**src/hw/fsk_pkg.sv**
```systemverilog
// shared constants, register map and state codes for the fsk word output block
package fsk_pkg;

	// ------------------------------------------------------------
	// clock and timing
	// ------------------------------------------------------------
	localparam int unsigned CLK_HZ        = 20_000_000;
	localparam int unsigned CD_HOLD_US    = 8000;
	localparam int unsigned CD_QUAL_US    = 2000;
	localparam int unsigned HALF_BIT_HZ   = 2400;
	localparam int unsigned BAUD_HZ       = 1200;
	localparam int unsigned TONE_GUARD_US = 40000;
	localparam int unsigned ARR_HOLD_US   = 50000;
	localparam int unsigned CD_HOLD_CYC   = CD_HOLD_US * (CLK_HZ / 1_000_000);
	localparam int unsigned CD_QUAL_CYC   = CD_QUAL_US * (CLK_HZ / 1_000_000);
	localparam int unsigned HALF_BIT_CYC  = CLK_HZ / HALF_BIT_HZ;
	localparam int unsigned BIT_CYC       = CLK_HZ / BAUD_HZ;
	localparam int unsigned TONE_GUARD_CYC = TONE_GUARD_US * (CLK_HZ / 1_000_000);
	localparam int unsigned ARR_HOLD_CYC  = ARR_HOLD_US * (CLK_HZ / 1_000_000);
	localparam int unsigned CNT_W         = 21;

	// ------------------------------------------------------------
	// register map
	// ------------------------------------------------------------
	localparam int unsigned ADDR_W     = 12;
	localparam logic [11:0] OFF_CTRL   = 12'h000;
	localparam logic [11:0] OFF_STATUS = 12'h004;
	localparam logic [11:0] OFF_WORD   = 12'h008;
	localparam logic [2:0]  CTRL_RST   = 3'h0;
	localparam int unsigned CTRL_MODE  = 0;
	localparam int unsigned CTRL_DEMOD = 1;
	localparam int unsigned CTRL_POWER_DOWN_IN  = 2;
	localparam int unsigned WORD_W     = 8;

	// ------------------------------------------------------------
	// carrier qualifier states
	// ------------------------------------------------------------
	typedef enum logic [2:0] {
		CD_OFF  = 3'b001,
		CD_QUAL = 3'b010,
		CD_ON   = 3'b100
	} cd_e;

endpackage

```
**src/hw/fsk_link_if.sv**
```systemverilog
// bit recovery link between the sampler and the word logic
`timescale 1ns/1ps
interface fsk_link_if;
	logic run;
	logic sample_stb;
	logic sample_bit;
	logic raw_bit;

	modport sampler (input run, output sample_stb, output sample_bit, output raw_bit);
	modport consumer (output run, input sample_stb, input sample_bit, input raw_bit);
endinterface

```
**src/hw/fsk_word_output.sv**
```systemverilog
// fsk word output interface: carrier gating, serial word port, interrupt, apb registers
//
// The APB register port and the address map were chosen for this implementation.
`timescale 1ns/1ps
module fsk_word_output #(
	parameter int unsigned CD_QUAL_CYCLES    = fsk_pkg::CD_QUAL_CYC,
	parameter int unsigned CD_HOLD_CYCLES    = fsk_pkg::CD_HOLD_CYC,
	parameter int unsigned HALF_BIT_CYCLES   = fsk_pkg::HALF_BIT_CYC,
	parameter int unsigned BIT_CYCLES        = fsk_pkg::BIT_CYC,
	parameter int unsigned TONE_GUARD_CYCLES = fsk_pkg::TONE_GUARD_CYC,
	parameter int unsigned ARR_HOLD_CYCLES   = fsk_pkg::ARR_HOLD_CYC
) (
	input  wire logic                        mclk,
	input  wire logic                        arst_n,
	input  wire logic                        psel,
	input  wire logic                        penable,
	input  wire logic                        pwrite,
	input  wire logic [fsk_pkg::ADDR_W-1:0]  paddr,
	input  wire logic [31:0]                 pwdata,
	output logic      [31:0]                 prdata,
	output logic                             pready,
	output logic                             pslverr,
	input  wire logic                        demod_bit,
	input  wire logic                        band_activity,
	input  wire logic                        host_read_clock,
	input  wire logic                        arrival_sense_in,
	input  wire logic                        alert_tone_early,
	output logic                             serial_data,
	output logic                             word_ready_n,
	output logic                             carrier_present_n,
	output logic                             call_arrival_n,
	output logic                             alert_tone_valid,
	output logic                             int_o,
	output logic                             int_oe
);
	import fsk_pkg::*;

	typedef struct packed {
		cd_e               cd;
		logic              cp_n;
		logic [CNT_W-1:0]  cd_cnt;
		logic              act_m;
		logic              act_s;
		logic              rclk_m;
		logic              rclk_s;
		logic              rclk_d;
		logic              arr_m;
		logic              arr_s;
		logic              est_m;
		logic              est_s;
		logic [CNT_W-1:0]  arr_cnt;
		logic [CNT_W-1:0]  tone_cnt;
		logic              tone_valid;
		logic              call_n;
		logic [WORD_W-1:0] asm_w;
		logic [2:0]        asm_cnt;
		logic [WORD_W-1:0] shreg;
		logic [3:0]        left;
		logic [WORD_W-1:0] word;
		logic              wr_n;
		logic [CNT_W-1:0]  wr_cnt;
		logic              data;
		logic              int_act;
		logic [2:0]        ctrl;
		logic [31:0]       rdata;
		logic              ready;
		logic              err;
	} st_s;

	localparam st_s ST_RST = '{
		cd: CD_OFF, cp_n: 1'b1, cd_cnt: '0, act_m: 1'b0, act_s: 1'b0,
		rclk_m: 1'b0, rclk_s: 1'b0, rclk_d: 1'b0,
		arr_m: 1'b0, arr_s: 1'b0, est_m: 1'b0, est_s: 1'b0,
		arr_cnt: '0, tone_cnt: '0, tone_valid: 1'b0, call_n: 1'b1,
		asm_w: '0, asm_cnt: '0, shreg: '0, left: '0, word: '0,
		wr_n: 1'b1, wr_cnt: '0, data: 1'b1, int_act: 1'b0,
		ctrl: CTRL_RST, rdata: '0, ready: 1'b0, err: 1'b0
	};

	st_s  s_r;
	st_s  s_nxt;
	logic rst_m_r;
	logic rst_n_r;
	logic active;
	logic enabled;
	logic mode_host;
	logic carrier_on;
	logic rclk_rise;

	fsk_link_if link ();

	// ------------------------------------------------------------
	// reset release
	// ------------------------------------------------------------
	always_ff @(posedge mclk or negedge arst_n) begin
		if (!arst_n) begin
			rst_m_r <= 1'b0;
			rst_n_r <= 1'b0;
		end else begin
			rst_m_r <= 1'b1;
			rst_n_r <= rst_m_r;
		end
	end

	// ------------------------------------------------------------
	// bit recovery
	// ------------------------------------------------------------
	fsk_bit_sampler #(
		.BIT_CYCLES  (BIT_CYCLES),
		.HALF_CYCLES (HALF_BIT_CYCLES)
	) u_sampler (
		.mclk      (mclk),
		.rst_n     (rst_n_r),
		.demod_bit (demod_bit),
		.bus       (link.sampler)
	);

	assign link.run = carrier_on;

	assign active = ~s_r.ctrl[CTRL_POWER_DOWN_IN];
	assign enabled = active & s_r.ctrl[CTRL_DEMOD];
	assign mode_host = s_r.ctrl[CTRL_MODE];
	assign carrier_on = (s_r.cd == CD_ON);
	assign rclk_rise = s_r.rclk_s & ~s_r.rclk_d;

	// ------------------------------------------------------------
	// next state
	// ------------------------------------------------------------
	always_comb begin
		s_nxt = s_r;
		s_nxt.act_m = band_activity;
		s_nxt.act_s = s_r.act_m;
		s_nxt.rclk_m = host_read_clock;
		s_nxt.rclk_s = s_r.rclk_m;
		s_nxt.rclk_d = s_r.rclk_s;
		s_nxt.arr_m = arrival_sense_in;
		s_nxt.arr_s = s_r.arr_m;
		s_nxt.est_m = alert_tone_early;
		s_nxt.est_s = s_r.est_m;

		// ------------------------------------------------------------
		// carrier qualifier
		// ------------------------------------------------------------
		case (s_r.cd)
			CD_OFF: begin
				s_nxt.cd_cnt = '0;
				if (s_r.act_s) begin
					s_nxt.cd = CD_QUAL;
				end
			end
			CD_QUAL: begin
				if (!s_r.act_s) begin
					s_nxt.cd = CD_OFF;
					s_nxt.cd_cnt = '0;
				end else if (s_r.cd_cnt == CNT_W'(CD_QUAL_CYCLES - 1)) begin
					s_nxt.cd = CD_ON;
					s_nxt.cd_cnt = '0;
				end else begin
					s_nxt.cd_cnt = s_r.cd_cnt + CNT_W'(1);
				end
			end
			CD_ON: begin
				if (s_r.act_s) begin
					s_nxt.cd_cnt = '0;
				end else if (s_r.cd_cnt == CNT_W'(CD_HOLD_CYCLES - 1)) begin
					s_nxt.cd = CD_OFF;
					s_nxt.cd_cnt = '0;
				end else begin
					s_nxt.cd_cnt = s_r.cd_cnt + CNT_W'(1);
				end
			end
			default: begin
				s_nxt.cd = CD_OFF;
				s_nxt.cd_cnt = '0;
			end
		endcase
		if (!enabled) begin
			s_nxt.cd = CD_OFF;
			s_nxt.cd_cnt = '0;
		end
		s_nxt.cp_n = (s_nxt.cd != CD_ON);

		// ------------------------------------------------------------
		// word ready timeout or first read pulse
		// ------------------------------------------------------------
		if (!s_r.wr_n) begin
			if (rclk_rise) begin
				s_nxt.wr_n = 1'b1;
			end else if (s_r.wr_cnt == CNT_W'(HALF_BIT_CYCLES - 1)) begin
				s_nxt.wr_n = 1'b1;
			end else begin
				s_nxt.wr_cnt = s_r.wr_cnt + CNT_W'(1);
			end
		end

		// host read shifting
		if (mode_host && rclk_rise && (s_r.left != 4'h0)) begin
			s_nxt.data = s_r.shreg[0];
			s_nxt.shreg = {1'b0, s_r.shreg[WORD_W-1:1]};
			s_nxt.left = s_r.left - 4'h1;
		end

		// word assembly, only with carrier present
		if (!carrier_on) begin
			s_nxt.asm_cnt = '0;
		end else if (mode_host && link.sample_stb) begin
			s_nxt.asm_w = {link.sample_bit, s_r.asm_w[WORD_W-1:1]};
			if (s_r.asm_cnt == 3'h7) begin
				s_nxt.asm_cnt = '0;
				s_nxt.shreg = {link.sample_bit, s_r.asm_w[WORD_W-1:1]};
				s_nxt.word = {link.sample_bit, s_r.asm_w[WORD_W-1:1]};
				s_nxt.left = 4'h8;
				s_nxt.wr_n = 1'b0;
				s_nxt.wr_cnt = '0;
			end else begin
				s_nxt.asm_cnt = s_r.asm_cnt + 3'h1;
			end
		end

		// device initiated mode
		if (!mode_host) begin
			s_nxt.left = 4'h0;
			s_nxt.data = carrier_on ? link.raw_bit : 1'b1;
		end

		// ------------------------------------------------------------
		// power down keeps only the arrival path
		// ------------------------------------------------------------
		if (!active) begin
			s_nxt.wr_n = 1'b1;
			s_nxt.left = 4'h0;
			s_nxt.asm_cnt = '0;
		end

		// ------------------------------------------------------------
		// call arrival with envelope stretch
		// ------------------------------------------------------------
		if (s_r.arr_s) begin
			s_nxt.call_n = 1'b0;
			s_nxt.arr_cnt = '0;
		end else if (!s_r.call_n) begin
			if (s_r.arr_cnt == CNT_W'(ARR_HOLD_CYCLES - 1)) begin
				s_nxt.call_n = 1'b1;
				s_nxt.arr_cnt = '0;
			end else begin
				s_nxt.arr_cnt = s_r.arr_cnt + CNT_W'(1);
			end
		end

		// ------------------------------------------------------------
		// tone valid with guard qualification
		// ------------------------------------------------------------
		if (!active) begin
			s_nxt.tone_valid = 1'b0;
			s_nxt.tone_cnt = '0;
		end else if (s_r.est_s == s_r.tone_valid) begin
			s_nxt.tone_cnt = '0;
		end else if (s_r.tone_cnt == CNT_W'(TONE_GUARD_CYCLES - 1)) begin
			s_nxt.tone_valid = s_r.est_s;
			s_nxt.tone_cnt = '0;
		end else begin
			s_nxt.tone_cnt = s_r.tone_cnt + CNT_W'(1);
		end

		s_nxt.int_act = ~s_nxt.call_n | s_nxt.tone_valid | ~s_nxt.wr_n;

		// ------------------------------------------------------------
		// apb slave, one wait free access phase
		// ------------------------------------------------------------
		s_nxt.ready = 1'b0;
		s_nxt.err = 1'b0;
		if (psel && !penable) begin
			s_nxt.ready = 1'b1;
			case (paddr)
				OFF_CTRL: begin
					s_nxt.rdata = {29'h0, s_r.ctrl};
				end
				OFF_STATUS: begin
					s_nxt.rdata = {26'h0, s_r.left != 4'h0, s_r.int_act, s_r.tone_valid,
						s_r.call_n, s_r.wr_n, ~carrier_on};
				end
				OFF_WORD: begin
					s_nxt.rdata = {24'h0, s_r.word};
				end
				default: begin
					s_nxt.rdata = '0;
					s_nxt.err = 1'b1;
				end
			endcase
		end
		if (psel && penable && s_r.ready && pwrite && (paddr == OFF_CTRL)) begin
			s_nxt.ctrl = pwdata[2:0];
		end
	end

	// ------------------------------------------------------------
	// state register
	// ------------------------------------------------------------
	always_ff @(posedge mclk or negedge rst_n_r) begin
		if (!rst_n_r) begin
			s_r <= ST_RST;
		end else begin
			s_r <= s_nxt;
		end
	end

	// ------------------------------------------------------------
	// outputs
	// ------------------------------------------------------------
	assign prdata = s_r.rdata;
	assign pready = s_r.ready;
	assign pslverr = s_r.err;
	assign serial_data = s_r.data;
	assign word_ready_n = s_r.wr_n;
	assign carrier_present_n = s_r.cp_n;
	assign call_arrival_n = s_r.call_n;
	assign alert_tone_valid = s_r.tone_valid;
	assign int_o = 1'b0;
	assign int_oe = s_r.int_act;
endmodule // fsk_word_output

```
**src/hw/fsk_bit_sampler.sv**
```systemverilog
// recovers demodulated bits at the centre of each bit period
`timescale 1ns/1ps
module fsk_bit_sampler #(
	parameter int unsigned BIT_CYCLES  = fsk_pkg::BIT_CYC,
	parameter int unsigned HALF_CYCLES = fsk_pkg::HALF_BIT_CYC
) (
	input  wire logic      mclk,
	input  wire logic      rst_n,
	input  wire logic      demod_bit,
	fsk_link_if.sampler    bus
);
	import fsk_pkg::*;

	typedef struct packed {
		logic             m;
		logic             sy;
		logic             d;
		logic [CNT_W-1:0] phase;
		logic             stb;
		logic             bit_v;
	} smp_s;

	smp_s s_r;
	smp_s s_nxt;

	// ------------------------------------------------------------
	// phase tracking
	// ------------------------------------------------------------
	always_comb begin
		s_nxt = s_r;
		s_nxt.m = demod_bit;
		s_nxt.sy = s_r.m;
		s_nxt.d = s_r.sy;
		s_nxt.stb = 1'b0;
		// transitions realign the phase so sampling lands mid bit
		if (!bus.run || (s_r.sy != s_r.d)) begin
			s_nxt.phase = '0;
		end else if (s_r.phase == CNT_W'(BIT_CYCLES - 1)) begin
			s_nxt.phase = '0;
		end else begin
			s_nxt.phase = s_r.phase + CNT_W'(1);
		end
		if (bus.run && (s_r.phase == CNT_W'(HALF_CYCLES - 1))) begin
			s_nxt.stb = 1'b1;
			s_nxt.bit_v = s_r.sy;
		end
	end

	always_ff @(posedge mclk or negedge rst_n) begin
		if (!rst_n) begin
			s_r <= '0;
		end else begin
			s_r <= s_nxt;
		end
	end

	assign bus.sample_stb = s_r.stb;
	assign bus.sample_bit = s_r.bit_v;
	assign bus.raw_bit = s_r.sy;
endmodule // fsk_bit_sampler

```
**config.mk**
```make
export PLATFORM = sky130hd
export DESIGN_NAME = fsk_word_output
export DESIGN_NICKNAME = d
export VERILOG_FILES = /design/src/hw/fsk_pkg.sv /design/src/hw/fsk_link_if.sv /design/src/hw/fsk_word_output.sv /design/src/hw/fsk_bit_sampler.sv
export SDC_FILE = /design/constraint.sdc
export NUM_CORES = 1
export LEC_CHECK = 0
export BUFFER_PORTS_ARGS = -buffer_cell sky130_fd_sc_hd__buf_2
export CORE_MARGIN = 2
export CORE_UTILIZATION = 30
export DETAILED_ROUTE_END_ITERATION = 12
export HOLD_SLACK_MARGIN = 0.12
export PLACE_DENSITY = 0.48
export SYNTH_ARGS = -nofsm -noshare
export SYNTH_HDL_FRONTEND = slang
export SYNTH_SLANG_ARGS = --single-unit
```
**constraint.sdc**
```tcl
create_clock -name mclk -period 6.5 [get_ports mclk]
set_clock_uncertainty 0.05 [all_clocks]
set_input_delay 0 -clock mclk [delete_from_list [all_inputs] [get_ports mclk]]
set_output_delay 0 -clock mclk [all_outputs]
set_load 0.02 [all_outputs]
```
==> flow_summary.toml, run 1 <==
[run_status]
status = "finished clean"

[placement]
gp_congestion = 0.751
hpwl_um = 11400
port_buffers = 40
dp_slack_ns = 3.97
dp.cells = 1231

[min_path]
hold_path_class = "in2reg"
min_path_cells = 6

[sta]
hold_ws_ns = 0.130
hold_viol_final = 0
worst_slack_ns = 3.93
setup_tns_ns = 0
setup_viol = 0
tightest_slew_ns = 0.915
min_period_over_period_pct = 39.5
fmax_mhz = 389
fin_crit_ns = 2.57
slew_viol_final = 0
relSlewSlack_pct = 38.9
rsz0062_at_grt = "no"

[global_route]
overflow = 0
antenna_found_initial = 0
grt_pass1_wl_um = 30000
grt_pass1_vias = 5808
grtUsageTotal_pct = 12.2
grt_max_degree = 121

[logic_synthesis]
synth_top_area_share_pct = 49.4
synth_area_leaders = "dfrtp_1, xor2_1, nor2_1"
yosys.cell_types.count = 61
synth_top_flop_cell = "dfrtp_1"
ys_warn_count = 0
syn_area_per_cell_um2 = 10.0
ys_seq_area_share_pct = 50.9
synth.most_common_cell = "dfrtp_1"
synth_area_um2 = 8520
yosys-top-cells-count = "dfrtp_1, nor2_1, nand2_1, xor2_1, nand3_1"
synth-async-reset-ratio_pct = 100
synth_edf_count = 0
ys_ff_latch = 173
synth_area_leader_cell = "dfrtp_1"
syn_inst = 852

[clock_tree]
cts_tree = "yes"
clk_latency_ns = 0.43
numCtsBuffers = 17
post_cts_resized = 0
root_buffer = "clkbuf_16"
post_cts_buffers = 0
cts.sinks = 173
clkTransAtPathRegs_ns = 0.07
cts-htree-levels = 4
clockBufferDepth = 2

[critical_path]
endpoint_kind = "flip-flop"
worstSetupEndpoint = "s_r[36]$_DFFE_PN0P_"
cpPeakStageDelay_ns = 0.57
required_ns = 6.75
startpoint = "paddr[6]"
r2r_start = "s_r[115]$_DFFE_PN0P_"
r2r_setup_slack_ns = 4.00
cp_slowest_cell = "or4_4"
worstPathMaxFanout = 4
start_kind = "primary input"
critPathArrivalTime_ns = 2.82
timing.rr.end = "s_r[120]$_DFFE_PN0P_"
path_common_cell = "dlygate4sd3_1"
reg2reg_depth = 7
crit_chain = "dlygate4sd3_1 -> buf_2 -> nor2_1 -> dlygate4sd3_1 -> nand3_2 -> or4_4 -> mux2_4 -> dlygate4sd3_1"
crit_type = "in2reg"

[final_layout]
final_layout_size_suffix_gt1_share_pct = 11.7
area_growth_pct = 13.9
instances_no_fill = 1283
n_antenna_cell = 0
nets = 957
multi_input_area_um2 = 3810
register_area_um2 = 4340
fillerInstances = 2856

[routing]
drt_iter0_markers = 374
remaining_drc_errors = 0
drtPass1Iterations = 5
num_vias = 6024
routedWlPerCell_um = 13.6
wl_um = 17400
drtAntennaViolNets = 0
viasPerCell = 4.70

[pwr]
ir_drop_v = 0.000159
p_leak_nw = 4.21
power_mw = 2.27
pwr_density_cell_nw_per_um2 = 234

[die]
fp.dieW_um = 173
core_um2 = 27900
die_y_um = 173
die-area_um2 = 29800
rows = 61
ioPinCount = 95
start_util_pct = 30.6

[flow_run]
maxCapViolations = 0
==> state kept, by name, summed over array words and instances (netlist names), 5 cells and up <==
register       flops
s_r              123
prdata             8
s_nxt              5
u_sampler.s_r     22
==> through the flow <==
stage	util (%)	cell area, µm²
final	34.8	9700
after global routing	34.8	9700
after CTS	34.8	9700
after detailed placement	32.0	8930
after global placement	32.0	8930
after floorplan	-	8610
==> layer usage <==
layer | routed length [µm] | GRT usage [%] | part of all wire [%]
met1 | 8900 | 17.3 | 51
met2 | 7950 | 18.7 | 46
met5 | 0 | 0 | 0
met3 | 415 | 2.63 | 2.4
met4 | 184 | 3.60 | 1.1
==> cell usage in the layout (no fill, tap or decap), types with 19 or more instances in the layout <==
cell type / Yosys / final
dfrtp_1: 168 / 167
nor2_1: 102 / 102
nand2_1: 87 / 87
xor2_1: 53 / 53
nand3_1: 41 / 41
buf_2: 9 / 40
nand4_1: 32 / 32
a21oi_1: 28 / 28
xnor2_1: 27 / 27
conb_1: 2 / 26
and3_1: 24 / 24
dlygate4sd3_1: 0 / 20
o21ai_0: 19 / 19
==> worst min-delay path by stage <==
| stage | from | to | slack (ns) |
|---|---|---|---|
| after global placement | arst_n | rst_m_r$_DFF_PN0_ | -0.26 |
| after global routing | demod_bit | u_sampler.s_nxt[24]$_DFF_PN0_ | 0.16 |
| after CTS | paddr[10] | prdata[7]$_DFFE_PN0P_ | 0.12 |
| after detailed placement | arst_n | rst_m_r$_DFF_PN0_ | -0.26 |
| final | paddr[10] | prdata[7]$_DFFE_PN0P_ | 0.13 |
| after floorplan | arst_n | rst_m_r$_DFF_PN0_ | -0.35 |
==> kinds of logic after synthesis <==
logic type | after synthesis | synth area share [%]
AOI/OAI and AO/OA | 91 | 6.68
buffers and inverters | 83 | 5.61
other | 2 | 0.0882
adders and majority gates | 11 | 1.62
DFF | 173 | 50.9
xor gates and xnor gates | 80 | 8.23
muxes | 27 | 3.48
and+or+nand+nor | 385 | 23.4
==> worst max-delay path, delay by kind of cell <==
family,cells,cell delay (ns)
AND/OR/NAND/NOR,3,0.75
buffers and inverters,4,1.77
multiplexers,1,0.32
==> where the power goes <==
| group | leakage [nW] | switching, mW | internal [mW] |
|---|---|---|---|
| registers | 2.30 | 0.0398 | 1.11 |
| clock network | 0.278 | 0.457 | 0.548 |
| logic | 1.63 | 0.0732 | 0.0467 |
==> cell type report <==
class                      instances  share of cell area [%]
clock buffer                      19                    4.56
inverter                          16                   0.619
timing repair buffer              64                    4.56
tap                              378                    4.87
multi-input combinational        620                    39.3
clock inverter                    13                    1.38
sequential                       173                    44.7
==> what timing repair did <==
item                                    4_1_cts  5_1_grt
hold buffers                                 20        0
endpoints found under the setup margin        0        0
endpoints found under the hold margin        18        0
No activity file was read; power rests on OpenSTA's default activity.
==> run 2, diff against run 1 <==
==> constraint.sdc (replaced) <==
create_clock -name mclk -period 2.4 [get_ports mclk]
set_clock_uncertainty 0.05 [all_clocks]
set_input_delay 0 -clock mclk [delete_from_list [all_inputs] [get_ports mclk]]
set_output_delay 0 -clock mclk [all_outputs]
set_load 0.02 [all_outputs]
==> run 2 against run 1 <==
Via count rose by 0.23%. Count of clock-buffer cells in the layout fell by 2. First-iteration DRC count rose by 21%. Flip-flop and latch count did not move. Combinational power rose to 2.9 times the previous value. Global-route usage barely moved. Die area did not move. Power rose to 2.7 times the previous value. Non-clock buffer count rose by 20. Critical endpoint is now s_r[147]$_DFF_PN0_. Highest routed layer unchanged.
==> flow_summary.toml, run 2 (synthesis results as in run 1) <==
[run_status]
status = "finished clean"

[sta]
setup_viol = 0
hold_viol_final = 0
tightest_slew_ns = 0.624
min_period_over_period_pct = 87.9
slew_viol_final = 0
worst_slack_ns = 0.291
hold_ws_ns = 0.136
rsz0062_at_grt = "no"
fmax_mhz = 474
fin_crit_ns = 2.11
setup_tns_ns = 0
relSlewSlack_pct = 58.4

[die]
core_um2 = 27900
rows = 61
die_y_um = 173
fp.dieW_um = 173
start_util_pct = 30.6
ioPinCount = 95
die-area_um2 = 29800

[global_route]
antenna_found_initial = 0
grt_max_degree = 79
overflow = 0
grt_pass1_wl_um = 30100
grtUsageTotal_pct = 12.2
grt_pass1_vias = 5964

[clock_tree]
clockBufferDepth = 2
cts_tree = "yes"
clk_latency_ns = 0.43
cts-htree-levels = 4
numCtsBuffers = 17
post_cts_resized = 0
cts.sinks = 173
post_cts_buffers = 0
cts_hold_buffers = 21
clkTransAtPathRegs_ns = 0.08
root_buffer = "clkbuf_16"

[routing]
drt_iter0_markers = 454
drtAntennaViolNets = 0
num_vias = 6038
routedWlPerCell_um = 13.3
viasPerCell = 4.63
wl_um = 17300
drtPass1Iterations = 4
remaining_drc_errors = 0

[final_layout]
fillerInstances = 2867
layout_commonest_cell = "dfrtp_1"
fin_area_um2 = 9890
final_cell_mix = "dfrtp_1, nor2_1, nand2_1, xor2_1, nand3_1"
area_growth_pct = 16.1
nets = 977
largest-register = "s_r"
utilization_pct = 35.5
final_layout_size_suffix_gt1_share_pct = 13.6
n_antenna_cell = 0
largest_reg_flops = 123

[critical_path]
critPathArrivalTime_ns = 2.37
crit_type = "reg2reg"
worstPathMaxFanout = 21
required_ns = 2.66
start_kind = "flip-flop"
endpoint_kind = "flip-flop"

[min_path]
hold_path_class = "in2reg"

[pwr]
pwr_density_cell_nw_per_um2 = 630
ir_drop_v = 0.000432
p_leak_nw = 4.33

[placement]
post_dp_cell_area_um2 = 9080
port_buffers = 40
dp_slack_ns = 0.275
hpwl_um = 11700
gp_congestion = 0.772

[flow_run]
maxCapViolations = 0
[run 2: changes by cell type in the layout (fill, tap and decap cells not counted), sizes merged]
cell | before | now
buf | 44 | 63
inv | 20 | 25
clkbuf | 19 | 17
clkinv | 6 | 4
clkinvlp | 2 | 1
dlygate4sd3 | 20 | 21
[run 2: per-layer routing]
metal | vias up | wire, µm | track usage (%) | share of wire [%]
met2 | 41 | 8140 | 19.4 | 47
met4 | 0 | 203 | 3.42 | 1.2
li1 | 3022 | - | - | -
met3 | 13 | 367 | 2.34 | 2.1
met1 | 2962 | 8590 | 16.9 | 50
met5 | - | 0 | 0 | 0
[run 2: worst max-delay path: stages (launching register included)]
cell	delay (ns)
dfrtp_1	0.39
ha_1	0.22
and4_1	0.29
nand4_1	0.19
o311a_1	0.39
o21ai_1	0.12
buf_4	0.25
nor2_1	0.08
[run 2: metrics by stage]
step                      instances  total power, mW
after detailed placement       1250             3.49
final                          1303             6.23
after global routing           1303             6.53
after CTS                      1303             6.36
after floorplan                 876             3.41
after global placement         1250             3.48
[run 2: worst paths after layout]
| path | startpoint | end | slack [ns] | cells after the start |
|---|---|---|---|---|
| max in group asynchronous | rst_n_r$_DFF_PN0_ | s_r[118]$_DFFE_PN0P_ | 1.22 | 1 |
| hold / removal | paddr[0] | prdata[7]$_DFFE_PN0P_ | 0.14 | 6 |
| setup reg to reg | s_r[145]$_DFF_PN0_ | s_r[147]$_DFF_PN0_ | 0.29 | 7 |
| hold reg to reg | rst_n_r$_DFF_PN0_ | s_r[162]$_DFF_PN0_ | 0.21 | 0 |
| min in group asynchronous | rst_n_r$_DFF_PN0_ | s_r[162]$_DFF_PN0_ | 0.21 | 0 |
| setup / recovery | s_r[145]$_DFF_PN0_ | s_r[147]$_DFF_PN0_ | 0.29 | 7 |
[run 2: cell type report]
class | count | area, µm² | share of cell area, %
Inverter | 16 | 60.1 | 0.607
Clock inverter | 15 | 169 | 1.71
Multi-Input combinational cell | 620 | 3800 | 38.4
Tap cell | 378 | 473 | 4.78
Timing Repair Buffer | 84 | 621 | 6.28
Sequential cell | 173 | 4340 | 43.9
Clock buffer | 17 | 425 | 4.30
[run 2: report_power, final]
group          total [mW]  switching (mW)  internal, mW  leakage (nW)
registers            3.10          0.0972          3.00          2.30
logic               0.342           0.205         0.137          1.74
clock network        2.79            1.30          1.49         0.290
total                6.23            1.60          4.63          4.33
==> run 3, diff against run 2 <==
--- a/config.mk
+++ b/config.mk
@@ -7,10 +7,10 @@
 export LEC_CHECK = 0
 export BUFFER_PORTS_ARGS = -buffer_cell sky130_fd_sc_hd__buf_2
 export CORE_MARGIN = 2
-export CORE_UTILIZATION = 30
+export CORE_UTILIZATION = 45
 export DETAILED_ROUTE_END_ITERATION = 12
 export HOLD_SLACK_MARGIN = 0.12
-export PLACE_DENSITY = 0.48
+export PLACE_DENSITY = 0.66
 export SYNTH_ARGS = -nofsm -noshare
 export SYNTH_HDL_FRONTEND = slang
 export SYNTH_SLANG_ARGS = --single-unit
==> run 3 against run 2 <==
Global-route usage rose by 5.5 points. Flip-flop and latch count did not move. Die area fell by 33%. First-iteration DRC count fell by 18%. Core utilization rose by 17 points. Critical endpoint is now prdata[0]$_DFFE_PN0P_. Register-to-register slack got worse by 0.13 ns. Power fell by 1.7%. Critical path type unchanged. Fmax fell by 5.6%. Hold slack improved by 0.017 ns.
==> flow_summary.toml, run 3 (synthesis results as in run 1) <==
[critical_path]
endpoint_kind = "flip-flop"
startpoint = "s_r[168]$_DFF_PN0_"
cp_slowest_cell = "dlygate4sd3_1"
cpPeakStageDelay_ns = 0.58
required_ns = 2.67
reg2reg_depth = 7
path_delay_family = "buffers and inverters"
path_depth = 7
r2r_start = "s_r[168]$_DFF_PN0_"
worstSetupEndpoint = "prdata[0]$_DFFE_PN0P_"
r2r_setup_slack_ns = 0.17
crit_type = "reg2reg"
timing.rr.end = "prdata[0]$_DFFE_PN0P_"
path_buf_inv = 2
start_kind = "flip-flop"
worstPathMaxFanout = 6
critPathArrivalTime_ns = 2.51
crit_chain = "nand2b_1 -> nor2_1 -> buf_4 -> a211oi_1 -> a21oi_1 -> o31ai_1 -> dlygate4sd3_1"

[final_layout]
layout_commonest_cell = "dfrtp_1"
final_cell_mix = "dfrtp_1, nor2_1, nand2_1, xor2_1, nand3_1"
nets = 994
n_antenna_cell = 0
area_growth_pct = 15.3
final_layout_size_suffix_gt1_share_pct = 15.1
fillerInstances = 1687
largest-register = "s_r"
multi_input_area_um2 = 3810
register_area_um2 = 4340
largest_reg_flops = 123

[flow_run]
maxCapViolations = 0

[placement]
dp_slack_ns = 0.00872
port_buffers = 40
hpwl_um = 11100
gp_congestion = 0.786

[clock_tree]
clkTransAtPathRegs_ns = 0.07
root_buffer = "clkbuf_16"
cts_tree = "yes"
cts.sinks = 173
clockBufferDepth = 2
clk_latency_ns = 0.44
cts-htree-levels = 4
post_cts_buffers = 0
numCtsBuffers = 17
post_cts_resized = 0

[pwr]
pwr_density_cell_nw_per_um2 = 623
p_leak_nw = 4.39
ir_drop_v = 0.000535
power_mw = 6.12

[sta]
slew_viol_final = 0
rsz0062_at_grt = "no"
fin_crit_ns = 2.23
setup_viol = 0
fmax_mhz = 447
relSlewSlack_pct = 30.8
min_period_over_period_pct = 93.1
worst_slack_ns = 0.165
tightest_slew_ns = 1.04
setup_tns_ns = 0
hold_viol_final = 0

[routing]
drtPass1Iterations = 5
drt_iter0_markers = 371
drtAntennaViolNets = 0
num_vias = 6179
routedWlPerCell_um = 14.2
wl_um = 16600
viasPerCell = 5.25
remaining_drc_errors = 0

[global_route]
overflow = 0
grtUsageTotal_pct = 17.6
grt_pass1_vias = 5970
antenna_found_initial = 0
grt_max_degree = 60
grt_pass1_wl_um = 28600

[die]
die_y_um = 142
core_um2 = 18600
rows = 50
start_util_pct = 45.7
fp.dieW_um = 142
ioPinCount = 95
die-area_um2 = 20000

[run_status]
status = "finished clean"

[min_path]
hold_path_class = "in2reg"
-- run 3: changes by cell type in the layout (fill, tap and decap cells not counted), sizes merged --
cell         previous run  this run
dlygate4sd3            21        22
clkinvlp                1         3
buf                    63        78
bufinv                  1         0
inv                    25        24
a211oi                  2         3
-- run 3: worst register-to-register path, delay by kind of cell, from the launching register on --
family / cells / cell delay, ns
buf+inv: 2 / 0.78
simple gates: 2 / 0.59
flops: 1 / 0.43
compound gates: 3 / 0.26
-- run 3: what timing repair did --
item | CTS | global route
pin swaps | 1 | 1
endpoints found under the hold margin | 18 | 0
hold buffers | 22 | 0
setup endpoints to repair | 1 | 15
cloned | 0 | 1
-- run 3: worst min path at each step --
stage          cells past startpoint                       endpoint  slack (ns)          start
2_1_floorplan                      0              rst_m_r$_DFF_PN0_       -0.35         arst_n
5_1_grt                            2           s_nxt[143]$_DFF_PN0_        0.15  band_activity
6_report                           2  u_sampler.s_nxt[24]$_DFF_PN0_        0.15      demod_bit
3_3_place_gp                       1              rst_m_r$_DFF_PN0_       -0.27         arst_n
4_1_cts                            2  u_sampler.s_nxt[24]$_DFF_PN0_        0.13      demod_bit
3_5_place_dp                       1              rst_m_r$_DFF_PN0_       -0.26         arst_n
-- run 3: cell type report --
| type | count | share of cell area (%) |
|---|---|---|
| Sequential cell | 173 | 44.2 |
| Multi-Input combinational cell | 621 | 38.8 |
| Timing Repair Buffer | 100 | 7.57 |
| Clock buffer | 17 | 4.33 |
| Tap cell | 234 | 2.98 |
| Clock inverter | 15 | 1.48 |
| Inverter | 16 | 0.612 |
-- run 3: routing by layer --
metal / global-route usage (%) / vias to the layer above / wire length [µm]
met5: 0 / - / 0
met4: 5.74 / 0 / 230
met3: 3.24 / 17 / 436
met2: 27.9 / 89 / 7860
met1: 24.8 / 3004 / 8130
li1: - / 3069 / -
-- run 3: power by group --
group	switching [mW]	internal, mW	total, mW
clock	1.28	1.37	2.66
sequential	0.0917	3.00	3.09
combinational	0.218	0.153	0.371
total	1.59	4.53	6.12
-- run 3: per-stage QoR --
stage | util (%) | hold WS, ns | instance area (µm²) | std cells
2_1_floorplan | - | -0.346 | 8610 | 876
3_3_place_gp | 48.4 | -0.266 | 9020 | 1121
3_5_place_dp | 48.4 | -0.260 | 9020 | 1121
4_1_cts | 52.6 | 0.131 | 9810 | 1175
5_1_grt | 52.7 | 0.149 | 9820 | 1176
6_report | 52.7 | 0.152 | 9820 | 1176
